## src/design/ccr_params.svh

```systemverilog
// constants for the charger control register pair
`ifndef CCR_PARAMS_SVH
`define CCR_PARAMS_SVH
`define CCR_IDX_CTRL 8'h01
`define CCR_IDX_CURR 8'h02
`define CCR_RST_CTRL 8'h1A
`define CCR_RST_CURR 8'hA2
`define CCR_BIT_LLM_OFF 7
`define CCR_BIT_WD_STROBE 6
`define CCR_BIT_BOOST_EN 5
`define CCR_BIT_CHG_EN 4
`define CCR_SYSMIN_MSB 3
`define CCR_SYSMIN_LSB 1
`define CCR_BIT_LOWBAT_SEL 0
`define CCR_BIT_BOOST_CURRENT_LIMIT_SELECT 7
`define CCR_BIT_SW_FULL_ON 6
`define CCR_FAST_CHARGE_CURRENT_CODE_MSB 5
`define CCR_FAST_CHARGE_CURRENT_CODE_LSB 0
`define CCR_WD_MASK_CTRL 8'h70
`define CCR_WD_MASK_CURR 8'hBF
`define CCR_ILIM_700_MA 12'd700
`define CCR_SLAVE_ADDR 7'h6B
`endif

```

## src/design/ccr_pkg.sv

```systemverilog
// types for the charger control register pair
package ccr_pkg;
   typedef logic [7:0] ccr_byte_t;
   typedef logic [7:0] ccr_index_t;
   typedef logic [11:0] ccr_ma_t;
endpackage : ccr_pkg

```

## src/design/ccr_reg_cell.sv

```systemverilog
// one 8-bit control register with power-on, command and watchdog reset
`timescale 1ns/100ps
`include "ccr_params.svh"
module ccr_reg_cell #(
   parameter logic [7:0] RESET_VAL = 8'h00,
   parameter logic [7:0] WD_MASK = 8'h00
) (
   input wire logic core_clk,
   input wire logic rst,
   input wire logic reg_reset,
   input wire logic wd_expired,
   input wire logic wr_en,
   input wire ccr_pkg::ccr_byte_t wr_data,
   output ccr_pkg::ccr_byte_t value
);
   import ccr_pkg::*;
   ccr_byte_t value_q;
   assign value = value_q;
   // reset sources
   always_ff @(posedge core_clk or posedge rst) begin
      if (rst) begin
         value_q <= RESET_VAL;
      end else if (reg_reset) begin
         value_q <= RESET_VAL;
      end else if (wr_en) begin
         value_q <= wr_data;
      end else if (wd_expired) begin
         value_q <= (value_q & ~WD_MASK) | (RESET_VAL & WD_MASK);
      end
   end
endmodule : ccr_reg_cell

```

## src/design/ccr_ctrl_regs.sv

```systemverilog
// charger control register pair behind the serial slave port
`timescale 1ns/100ps
`include "ccr_params.svh"
// Operation
// control register at index 0x01, power-on value 0x1A
// current register at index 0x02, power-on value 0xA2
// bit 7 of first register forbids light-load pulse mode
// host writes strobe 1 to restart watchdog before expiry
// strobe bit reads back 0 after watchdog restart
// boost enable overrides charge enable
// charging needs charge bit 1 and charge pin low
// bits 3:1 hold minimum system voltage code, default 101
// bit 0 selects boost low battery threshold
// bit 7 of second register selects boost current limit
// switch full on, or high resistance below 700 mA limit
// input switch off while boost is active
// bits 5:0 hold charge current code, 60 mA per step
// zero charge current code disables charging
// reset command clears all; watchdog clears selected fields
// slave address 0x6B, registers eight bits wide
// index advances after every data byte
module ccr_ctrl_regs (
   input wire logic core_clk,
   input wire logic rst,
   input wire logic charge_enable_pin_n,
   input wire logic reg_reset,
   input wire logic wd_expired,
   input wire logic [6:0] dev_addr,
   input wire logic addr_wr,
   input wire ccr_pkg::ccr_index_t addr_index,
   input wire logic data_wr,
   input wire ccr_pkg::ccr_byte_t data_wr_byte,
   input wire logic data_rd,
   input wire ccr_pkg::ccr_ma_t input_current_limit,
   output logic addr_match,
   output logic index_valid,
   output ccr_pkg::ccr_byte_t rd_data,
   output ccr_pkg::ccr_index_t cur_index,
   output logic wd_restart,
   output logic light_load_mode_off,
   output logic boost_output_enable,
   output logic charge_active,
   output logic [2:0] min_system_voltage_code,
   output logic boost_low_battery_select,
   output logic boost_current_limit_select,
   output logic input_switch_on,
   output logic input_switch_full_on,
   output logic [5:0] fast_charge_current_code,
   output ccr_pkg::ccr_ma_t fast_charge_current_ma
);
   import ccr_pkg::*;
   ccr_byte_t ctrl_val;
   ccr_byte_t curr_val;
   ccr_byte_t ctrl_wr_data;
   ccr_index_t index_q;
   ccr_byte_t rd_data_q;
   logic pin_sync1_q;
   logic pin_sync2_q;
   logic wd_restart_q;
   logic wr_ctrl;
   logic wr_curr;
   logic chg_bit;

   // slave address compare
   assign addr_match = (dev_addr == `CCR_SLAVE_ADDR);
   assign index_valid = (index_q == `CCR_IDX_CTRL) ||
      (index_q == `CCR_IDX_CURR);
   assign cur_index = index_q;
   assign rd_data = rd_data_q;
   assign wd_restart = wd_restart_q;

   // first register decode
   assign wr_ctrl = data_wr && (index_q == `CCR_IDX_CTRL);
   // second register decode
   assign wr_curr = data_wr && (index_q == `CCR_IDX_CURR);
   // strobe never stored
   assign ctrl_wr_data = data_wr_byte & ~(8'h01 << `CCR_BIT_WD_STROBE);

   ccr_reg_cell #(
      .RESET_VAL(`CCR_RST_CTRL),
      .WD_MASK(`CCR_WD_MASK_CTRL)
   ) u_ctrl (
      .core_clk(core_clk),
      .rst(rst),
      .reg_reset(reg_reset),
      .wd_expired(wd_expired),
      .wr_en(wr_ctrl),
      .wr_data(ctrl_wr_data),
      .value(ctrl_val)
   );

   ccr_reg_cell #(
      .RESET_VAL(`CCR_RST_CURR),
      .WD_MASK(`CCR_WD_MASK_CURR)
   ) u_curr (
      .core_clk(core_clk),
      .rst(rst),
      .reg_reset(reg_reset),
      .wd_expired(wd_expired),
      .wr_en(wr_curr),
      .wr_data(data_wr_byte),
      .value(curr_val)
   );

   // index load and advance
   always_ff @(posedge core_clk or posedge rst) begin
      if (rst) begin
         index_q <= 8'h00;
      end else if (addr_wr) begin
         index_q <= addr_index;
      end else if (data_wr || data_rd) begin
         index_q <= index_q + 8'h01;
      end
   end

   // read data captured from the current index
   always_ff @(posedge core_clk or posedge rst) begin
      if (rst) begin
         rd_data_q <= 8'h00;
      end else begin
         case (index_q)
            `CCR_IDX_CTRL: rd_data_q <= ctrl_val;
            `CCR_IDX_CURR: rd_data_q <= curr_val;
            default: rd_data_q <= 8'h00;
         endcase
      end
   end

   // restart pulse to watchdog
   always_ff @(posedge core_clk or posedge rst) begin
      if (rst) begin
         wd_restart_q <= 1'b0;
      end else begin
         wd_restart_q <= wr_ctrl && data_wr_byte[`CCR_BIT_WD_STROBE];
      end
   end

   // charge pin synchroniser
   always_ff @(posedge core_clk or posedge rst) begin
      if (rst) begin
         pin_sync1_q <= 1'b1;
         pin_sync2_q <= 1'b1;
      end else begin
         pin_sync1_q <= charge_enable_pin_n;
         pin_sync2_q <= pin_sync1_q;
      end
   end

   // light load mode
   assign light_load_mode_off = ctrl_val[`CCR_BIT_LLM_OFF];
   assign boost_output_enable = ctrl_val[`CCR_BIT_BOOST_EN];
   assign chg_bit = ctrl_val[`CCR_BIT_CHG_EN];
   // system voltage code
   assign min_system_voltage_code =
      ctrl_val[`CCR_SYSMIN_MSB:`CCR_SYSMIN_LSB];
   // low battery select
   assign boost_low_battery_select = ctrl_val[`CCR_BIT_LOWBAT_SEL];
   // boost limit select
   assign boost_current_limit_select = curr_val[`CCR_BIT_BOOST_CURRENT_LIMIT_SELECT];
   // charge current code
   assign fast_charge_current_code = curr_val[`CCR_FAST_CHARGE_CURRENT_CODE_MSB:`CCR_FAST_CHARGE_CURRENT_CODE_LSB];
   assign fast_charge_current_ma =
      12'(fast_charge_current_code) * 12'd60;

   // charge gating
   assign charge_active = chg_bit && !pin_sync2_q &&
      !boost_output_enable && (fast_charge_current_code != 6'h00);

   // input switch
   assign input_switch_on = !boost_output_enable;
   assign input_switch_full_on = !boost_output_enable &&
      (curr_val[`CCR_BIT_SW_FULL_ON] ||
       (input_current_limit >= `CCR_ILIM_700_MA));
endmodule : ccr_ctrl_regs

```

## config.mk

```make
export PLATFORM = sky130hd
export DESIGN_NAME = ccr_ctrl_regs
export DESIGN_NICKNAME = d
export VERILOG_FILES = /design/src/design/ccr_pkg.sv /design/src/design/ccr_reg_cell.sv /design/src/design/ccr_ctrl_regs.sv
export VERILOG_INCLUDE_DIRS = /design/src /design/src/design
export SDC_FILE = /design/constraint.sdc
export NUM_CORES = 1
export LEC_CHECK = 0
export ABC_AREA = 1
export BUFFER_PORTS_ARGS = -buffer_cell sky130_fd_sc_hd__clkbuf_2
export CAP_MARGIN = 10
export CORE_UTILIZATION = 45
export CTS_CLUSTER_SIZE = 30
export DETAILED_ROUTE_END_ITERATION = 12
export GPL_TIMING_DRIVEN = 0
export PLACE_DENSITY = 0.76
export SLEW_MARGIN = 20
export SYNTH_ARGS = -nofsm -noshare
export SYNTH_HDL_FRONTEND = slang
export SYNTH_SLANG_ARGS = --single-unit
```

## constraint.sdc

```tcl
create_clock -name core_clk -period 3.12 [get_ports core_clk]
set_input_delay 0.468 -clock core_clk [delete_from_list [all_inputs] [get_ports core_clk]]
set_output_delay 0.468 -clock core_clk [all_outputs]
set_load 0.01 [all_outputs]
```

==> results.md, run 1 <==
* Outcome: finished with violations
* Violations in the final reports: negative setup slack
* Post-Synthesis Cell Area at ~0.0025 mm2
* Final net count at between 400 and 500
* Number of clock sinks at 34
* Number of design-rule violations left by the first detailed-router iteration at approximately 140
* Pin count of the biggest net entering global routing at 35
* Final Hold Fails at 0
* Worst min-delay path category: input port to async pin
* Number of enable-type register cells in the synthesized netlist at 0
* Count of state elements after synthesis at 34
* Dpl hpwl at about 4400 um
* Post-detailed-route DRC marker count at 0
* Vias in the first global route at between 2000 and 2500
* Most frequent cell after synthesis: sky130_fd_sc_hd__nand2_1
* Type of origin of the critical path: register
* Total GRT Usage at a little over a fifth
* Max transition margin at 54.3%
* Post-layout instance count excluding filler cells at around 490
* Multi-input gate area at 0.00141 mm2
* H-tree level count at 2
* Power Dens Cells at ~300 mW/mm2
* Number of hold buffers added after CTS at 0
* Floorplan die area at between 0.005 and 0.006 mm2
* Wire per inst at around 12 um
* Die Span Y at 76.3 um
* Placed insts at between 400 and 500
* Commonest register cell after synthesis: sky130_fd_sc_hd__dfrtp_1
* Maximum fanout encountered on the critical timing path at 3
* Syn. warnings at 0
* Async S/R FF share, synth at between 90% and 100%
* Routability cong. at roughly 0.80
* DR pass1 iterations at 4
* Wire length of the first global-routing pass at about 10000 um
* Utilization after layout at 64.5%
* Number of placed I/O pins at 90
* Grt ovf at 0
* TritonCTS buffer count at 5
* Crit path required time at ~2.7 ns
* Setup violations, final at 6
* Power Total at ~1000 uW
* Mapped Cells at 311
* Total number of placement rows at 26
* Number of buffers added on ports at 84
* Static leakage power at 0.00189 uW
* Worst-case setup margin in the final layout at -0.107 ns
* Biggest area consumer among synthesized cells: sky130_fd_sc_hd__dfrtp_1
* Number of antenna cells inserted at 0
* Clock Path Buffers at 2
* Mean number of vias per cell at 4.84
* Final count of pins violating max slew at 0
* Crit path arrival time at 2.76 ns
* Die width at 76.3 um
* Max Clock Skew at between 0.007 and 0.008 ns
* Worst-Margin Slew at just under 0.7 ns
* Buffer cell driving the clock tree root: sky130_fd_sc_hd__clkbuf_8
* Sequential element share of the synthesized area at between 30% and 40%
* Worst skew pair latency at just under 0.3 ns
* Distinct cell type count after synthesis at 31
* Sequential cell area in the final layout at between 800 and 900 um2
* Kind of critical path: register to output pin
* Total wire length after detailed routing at 5860 um
* Synth-to-Final Area Change at 35.0%
* Commonest cells post-synth: sky130_fd_sc_hd__nand2_1 (71), sky130_fd_sc_hd__inv_1 (58), sky130_fd_sc_hd__dfrtp_1 (26), sky130_fd_sc_hd__nand3_1 (26), sky130_fd_sc_hd__nor2_1 (20)
* Placeable core area at around 0.0052 mm2
* Pre-CTS WS at -0.222 ns
* Area share of the largest cell type after synthesis at approximately a quarter
* Clock slew seen by the registers of the worst setup and hold paths at around 0.070 ns
* Final period util at 103%
* Starting density of the core at approximately 48%
* Post-layout min period at between 3 and 4 ns
* Element type at the critical path end: output pin
* Number of antenna violations at the first check in global routing at 0
* Maximum resistive drop on vdd at roughly 0.25 mV
* Biggest area contributors in the synthesized netlist: sky130_fd_sc_hd__dfrtp_1 (26%), sky130_fd_sc_hd__nand2_1 (11%), sky130_fd_sc_hd__ha_1 (9.6%)
* Residual antenna-violating net count after detailed routing at 0
* Sum of negative setup slack at -0.457 ns
* Layout filler cell count at about 450
* Max-capacitance violation count at 0
* Maximum clock rate at roughly 310 MHz
* Per-instance average area after synthesis at between 7 and 8 um2
* Total via count after detailed routing at roughly 2400
* CTS tree: yes
* Fraction of layout instances using a drive strength above 1 at between 40% and 50%
* Unrepaired setup endpoints after global routing: yes
==> cells by family after synthesis <==
group	count (synthesis)	share of synthesized area (%)
compound gates	28	6.84
xor+xnor	7	2.47
fa+ha+maj	28	16.8
buf+inv	74	13.4
flops	34	34.6
other cells	1	0.151
simple gates	139	25.7
==> final cells by class <==
type,instances,area share (%)
buffer,15,3.32
multi-input combinational,204,41.9
inverter,59,6.75
sequential,34,25.7
tap,70,2.61
timing repair buffer,103,17.0
clock buffer,8,2.68
==> power by group <==
| group | internal, uW | switching, uW |
|---|---|---|
| combinational | 84.7 | 112 |
| sequential | 462 | 26.1 |
| clock | 180 | 151 |
| total | 726 | 289 |
==> critical path, cell delays in order, from the launching register on <==
cell	delay, ns
sky130_fd_sc_hd__dfstp_2	0.55
sky130_fd_sc_hd__buf_6	0.10
sky130_fd_sc_hd__fa_2	0.46
sky130_fd_sc_hd__fa_2	0.51
sky130_fd_sc_hd__fa_2	0.39
sky130_fd_sc_hd__nand3_2	0.10
sky130_fd_sc_hd__nand2_1	0.07
sky130_fd_sc_hd__xor2_1	0.14
sky130_fd_sc_hd__clkbuf_2	0.15
==> final timing paths <==
kind                                             startpoint  cells after the start                          end  slack (ns)
min in group core_clk                   charge_enable_pin_n                      1        pin_sync1_q$_DFF_PP1_        0.27
worst min-delay path                                    rst                      2     cur_index[5]$_DFFE_PP0P_        0.27
worst max register to register     cur_index[1]$_DFFE_PP0P_                      8  u_ctrl.value[2]$_DFFE_PP0P_        1.63
worst max-delay path            u_curr.value[1]$_DFFE_PP1P_                      8    fast_charge_current_ma[8]       -0.11
worst min register to register        pin_sync1_q$_DFF_PP1_                      0        pin_sync2_q$_DFF_PP1_        0.35
max in group asynchronous                               rst                      2  u_curr.value[4]$_DFFE_PP0P_        2.37
==> registers in the layout, summed over array words and instances (netlist names) <==
| register | cells |
|---|---|
| cur_index | 8 |
| pin_sync1_q | 1 |
| pin_sync2_q | 1 |
| rd_data | 8 |
| u_ctrl.value | 7 |
| u_curr.value | 8 |
| wd_restart | 1 |
==> placed cells by master (no fill, tap or decap) <==
cell type / count
sky130_fd_sc_hd__a21o_1: 1
sky130_fd_sc_hd__a21oi_1: 2
sky130_fd_sc_hd__a21oi_2: 2
sky130_fd_sc_hd__a21oi_4: 1
sky130_fd_sc_hd__a311oi_1: 1
sky130_fd_sc_hd__buf_2: 6
sky130_fd_sc_hd__buf_4: 29
sky130_fd_sc_hd__buf_6: 3
sky130_fd_sc_hd__clkbuf_1: 2
sky130_fd_sc_hd__clkbuf_2: 80
sky130_fd_sc_hd__clkbuf_8: 6
sky130_fd_sc_hd__conb_1: 2
sky130_fd_sc_hd__dfrtp_1: 24
sky130_fd_sc_hd__dfrtp_2: 2
sky130_fd_sc_hd__dfstp_2: 8
sky130_fd_sc_hd__fa_1: 5
sky130_fd_sc_hd__fa_2: 4
sky130_fd_sc_hd__ha_1: 15
sky130_fd_sc_hd__ha_4: 4
sky130_fd_sc_hd__inv_1: 50
sky130_fd_sc_hd__inv_2: 7
sky130_fd_sc_hd__inv_4: 2
sky130_fd_sc_hd__nand2_1: 69
sky130_fd_sc_hd__nand2_2: 4
sky130_fd_sc_hd__nand2_4: 3
sky130_fd_sc_hd__nand3_1: 22
sky130_fd_sc_hd__nand3_2: 7
sky130_fd_sc_hd__nand4_1: 8
sky130_fd_sc_hd__nor2_1: 20
sky130_fd_sc_hd__nor2_2: 2
sky130_fd_sc_hd__nor2_4: 2
sky130_fd_sc_hd__nor3_1: 1
sky130_fd_sc_hd__o211ai_1: 2
sky130_fd_sc_hd__o21ai_0: 10
sky130_fd_sc_hd__o21ai_2: 2
sky130_fd_sc_hd__o21bai_1: 2
sky130_fd_sc_hd__o22ai_1: 5
sky130_fd_sc_hd__or2_4: 1
sky130_fd_sc_hd__xnor2_1: 2
sky130_fd_sc_hd__xor2_1: 5
==> layer usage <==
metal  part of all wire, %  global-route usage (%)
met1                    42                    25.4
met2                    50                    38.8
met3                   5.5                    4.91
met4                   2.0                    6.73
met5                     0                       0
==> metrics by stage <==
step	hold slack [ns]	instance area, um2
2_1_floorplan	0.345	2490
4_1_cts	0.258	3320
5_1_grt	0.260	3360
3_5_place_dp	0.347	3000
3_3_place_gp	0.346	3000
6_report	0.266	3360
==> repair_timing <==
action,CTS,global route
hold endpoints to repair,0,0
setup endpoints to repair,6,7
setup buffers,17,2
pin swaps,11,12
resized for setup,28,11
No activity file was read; power rests on OpenSTA's default activity.
==> run 2, diff against run 1 <==
--- a/config.mk
+++ b/config.mk
@@ -18,3 +18,4 @@
 export SYNTH_ARGS = -nofsm -noshare
 export SYNTH_HDL_FRONTEND = slang
 export SYNTH_SLANG_ARGS = --single-unit
+export TNS_END_PERCENT = 10
==> results.md, run 2 (synthesis gave the netlist of run 1 again) <==
* Outcome: finished with violations
* Violations in the final reports: negative setup slack
* Worst-Margin Slew at 0.687 ns (+0.00235 ns)
* Fraction of layout instances using a drive strength above 1 at 41.2% (-0.14 points)
* Placeable core area at 0.00520 mm2 (unchanged)
* Buffer cell driving the clock tree root: sky130_fd_sc_hd__clkbuf_8
* Critical R2R Capture: u_ctrl.value[2]$_DFFE_PP0P_
* Placed insts at 466 (unchanged)
* Final Cell Area at 0.00335 mm2 (-0.22%)
* Sequential cell area in the final layout at 863 um2 (unchanged)
* Number of placed I/O pins at 90 (unchanged)
* Power Dens Cells at 303 mW/mm2 (+0.30%)
* Number of clock sinks at 34 (unchanged)
* Wire length of the first global-routing pass at 10100 um (unchanged)
* Worst hold slack after final layout at 0.267 ns (+0.00105 ns)
* Dpl hpwl at 4380 um (unchanged)
* Clock slew seen by the registers of the worst setup and hold paths at 0.07 ns (about the same)
* Die width at 76.3 um (unchanged)
* Clock Path Buffers at 2 (unchanged)
* Utilization after layout at 64.4% (-0.14 points)
* Final period util at 103% (-0.12 points)
* Launching point of the worst reg2reg path: cur_index[1]$_DFFE_PP0P_
* Multi-input gate area at 0.00141 mm2 (unchanged)
* Wire per inst at 11.9 um (-0.17%)
* Commonest non-fill, non-tap cell in the layout: sky130_fd_sc_hd__clkbuf_2
* Switching part of the total power at 28.5% (+0.055 points)
* Total wire length after detailed routing at 5840 um (-0.38%)
* Synth-to-Final Area Change at 34.7%
* Final Hold Fails at 0 (unchanged)
* Capturing instance or port of the critical path: fast_charge_current_ma[8]
* Element type at the critical path end: output pin
* Starting density of the core at 47.8% (unchanged)
* Post-layout instance count excluding filler cells at 492 (-0.20%)
* Total GRT Usage at 21.6% (unchanged)
* Worst-case setup margin in the final layout at -0.104 ns (+0.00360 ns)
* Setup violations, final at 6 (unchanged)
* Final count of pins violating max slew at 0 (unchanged)
* Net Switching at 289 uW (+0.26%)
* Total via count after detailed routing at 2391 (+0.17%)
* H-tree level count at 2 (unchanged)
* Floorplan die area at 0.00583 mm2 (unchanged)
* Most used cells in the layout excluding fill and tap cells: sky130_fd_sc_hd__clkbuf_2 (80), sky130_fd_sc_hd__nand2_1 (69), sky130_fd_sc_hd__inv_1 (50)
* Crit path required time at 2.65 ns (about the same)
* Instance area after placement at 0.00300 mm2 (unchanged)
* Pin count of the biggest net entering global routing at 35 (unchanged)
* Flop-to-flop setup slack at 1.63 ns (about the same)
* Vias in the first global route at 2311 (unchanged)
* Number of antenna cells inserted at 0 (unchanged)
* Kind of critical path: register to output pin
* Launching element of the worst setup path: u_curr.value[1]$_DFFE_PP1P_
* Count of cells along the worst register-to-register path at 8 (unchanged)
* Power Total at 1020 uW (about the same)
* Design internal power at 726 uW (about the same)
* Mean number of vias per cell at 4.86 (+0.37%)
* Max Clock Skew at 0.00865 ns (+0.000959 ns)
* Crit path arrival time at 2.76 ns (about the same)
* Post-detailed-route DRC marker count at 0 (unchanged)
* Type of origin of the critical path: register
* Maximum fanout encountered on the critical timing path at 3 (unchanged)
* Final net count at 492 (-0.20%)
* Max transition margin at 54.2% (-0.16 points)
* Residual antenna-violating net count after detailed routing at 0 (unchanged)
* Number of hold buffers added after CTS at 0 (unchanged)
* Die Span Y at 76.3 um (unchanged)
* Number of buffers added on ports at 84 (unchanged)
* Unrepaired setup endpoints after global routing: yes
* Total number of placement rows at 26 (unchanged)
* Worst min-delay path category: input port to async pin
* Post-layout min period at 3.22 ns (-0.00360 ns)
* Grt ovf at 0 (unchanged)
* Worst skew pair latency at 0.29 ns (about the same)
* Maximum resistive drop on vdd at 0.255 mV (+0.13%)
* Max-capacitance violation count at 0 (unchanged)
* Clock power frac at 32.6% (about the same)
* Routability cong. at 0.799 (unchanged)
* TritonCTS buffer count at 5 (unchanged)
* Layout filler cell count at 454 (+0.44%)
* Number of design-rule violations left by the first detailed-router iteration at 122 (-10%)
* Sequential fraction of design power at 48.0% (about the same)
* Relative contribution of combinational cells to total power at 19.3% (about the same)
* Static leakage power at 0.00189 uW (-0.29%)
* CTS tree: yes
* Number of antenna violations at the first check in global routing at 0 (unchanged)
* Maximum clock rate at 310 MHz (+0.11%)
* DR pass1 iterations at 4 (unchanged)
## run 2: cell count changes in the layout (fill, tap and decap cells not counted)
cell                    previous run  this run
sky130_fd_sc_hd__buf_4            29        28
## run 2: worst min path at each step
| stage | startpoint | endpoint | slack, ns | cells past startpoint |
|---|---|---|---|---|
| after CTS | charge_enable_pin_n | pin_sync1_q$_DFF_PP1_ | 0.26 | 1 |
| after global routing | charge_enable_pin_n | pin_sync1_q$_DFF_PP1_ | 0.26 | 1 |
| after floorplan | pin_sync1_q$_DFF_PP1_ | pin_sync2_q$_DFF_PP1_ | 0.35 | 0 |
| after detailed placement | pin_sync1_q$_DFF_PP1_ | pin_sync2_q$_DFF_PP1_ | 0.35 | 0 |
| after global placement | pin_sync1_q$_DFF_PP1_ | pin_sync2_q$_DFF_PP1_ | 0.35 | 0 |
| final | rst | cur_index[5]$_DFFE_PP0P_ | 0.27 | 2 |
## run 2: power groups by stage
stage                     clock network [uW]  logic, uW  registers [uW]
after detailed placement                   0        187             496
after global placement                     0        182             494
after CTS                                338        196             488
after global routing                     356        223             491
final                                    331        196             488
after floorplan                            0        108             498
## run 2: critical path, cell delays in order, from the launching register on
cell,delay (ns)
sky130_fd_sc_hd__dfstp_2,0.55
sky130_fd_sc_hd__buf_6,0.10
sky130_fd_sc_hd__fa_2,0.46
sky130_fd_sc_hd__fa_2,0.51
sky130_fd_sc_hd__fa_2,0.39
sky130_fd_sc_hd__nand3_2,0.10
sky130_fd_sc_hd__nand2_1,0.07
sky130_fd_sc_hd__xor2_1,0.14
sky130_fd_sc_hd__clkbuf_2,0.15
## run 2: layout make-up
type                            count  area share [%]
Clock buffer                        8            2.69
Timing Repair Buffer              102            16.8
Sequential cell                    34            25.8
Multi-Input combinational cell    204            42.0
Buffer                             15            3.32
Inverter                           59            6.76
Tap cell                           70            2.61
## run 2: metal layers
metal	track usage (%)	routed length [um]
met1	25.4	2350
met5	0	0
met4	6.73	113
met2	38.8	2980
met3	4.91	390
## run 2: per-stage QoR
stage	worst slack, ns	setup TNS (ns)
after floorplan	0.0964	0
after global placement	-0.173	-0.389
after detailed placement	-0.222	-0.642
after CTS	-0.129	-0.635
after global routing	-0.183	-0.921
final	-0.104	-0.441
## run 2: repair_timing
item / 4_1_cts / 5_1_grt
buffers inserted: 17 / 1
setup endpoints to repair: 6 / 7
cloned: 0 / 0
pin swaps: 11 / 12
resized for setup: 28 / 11
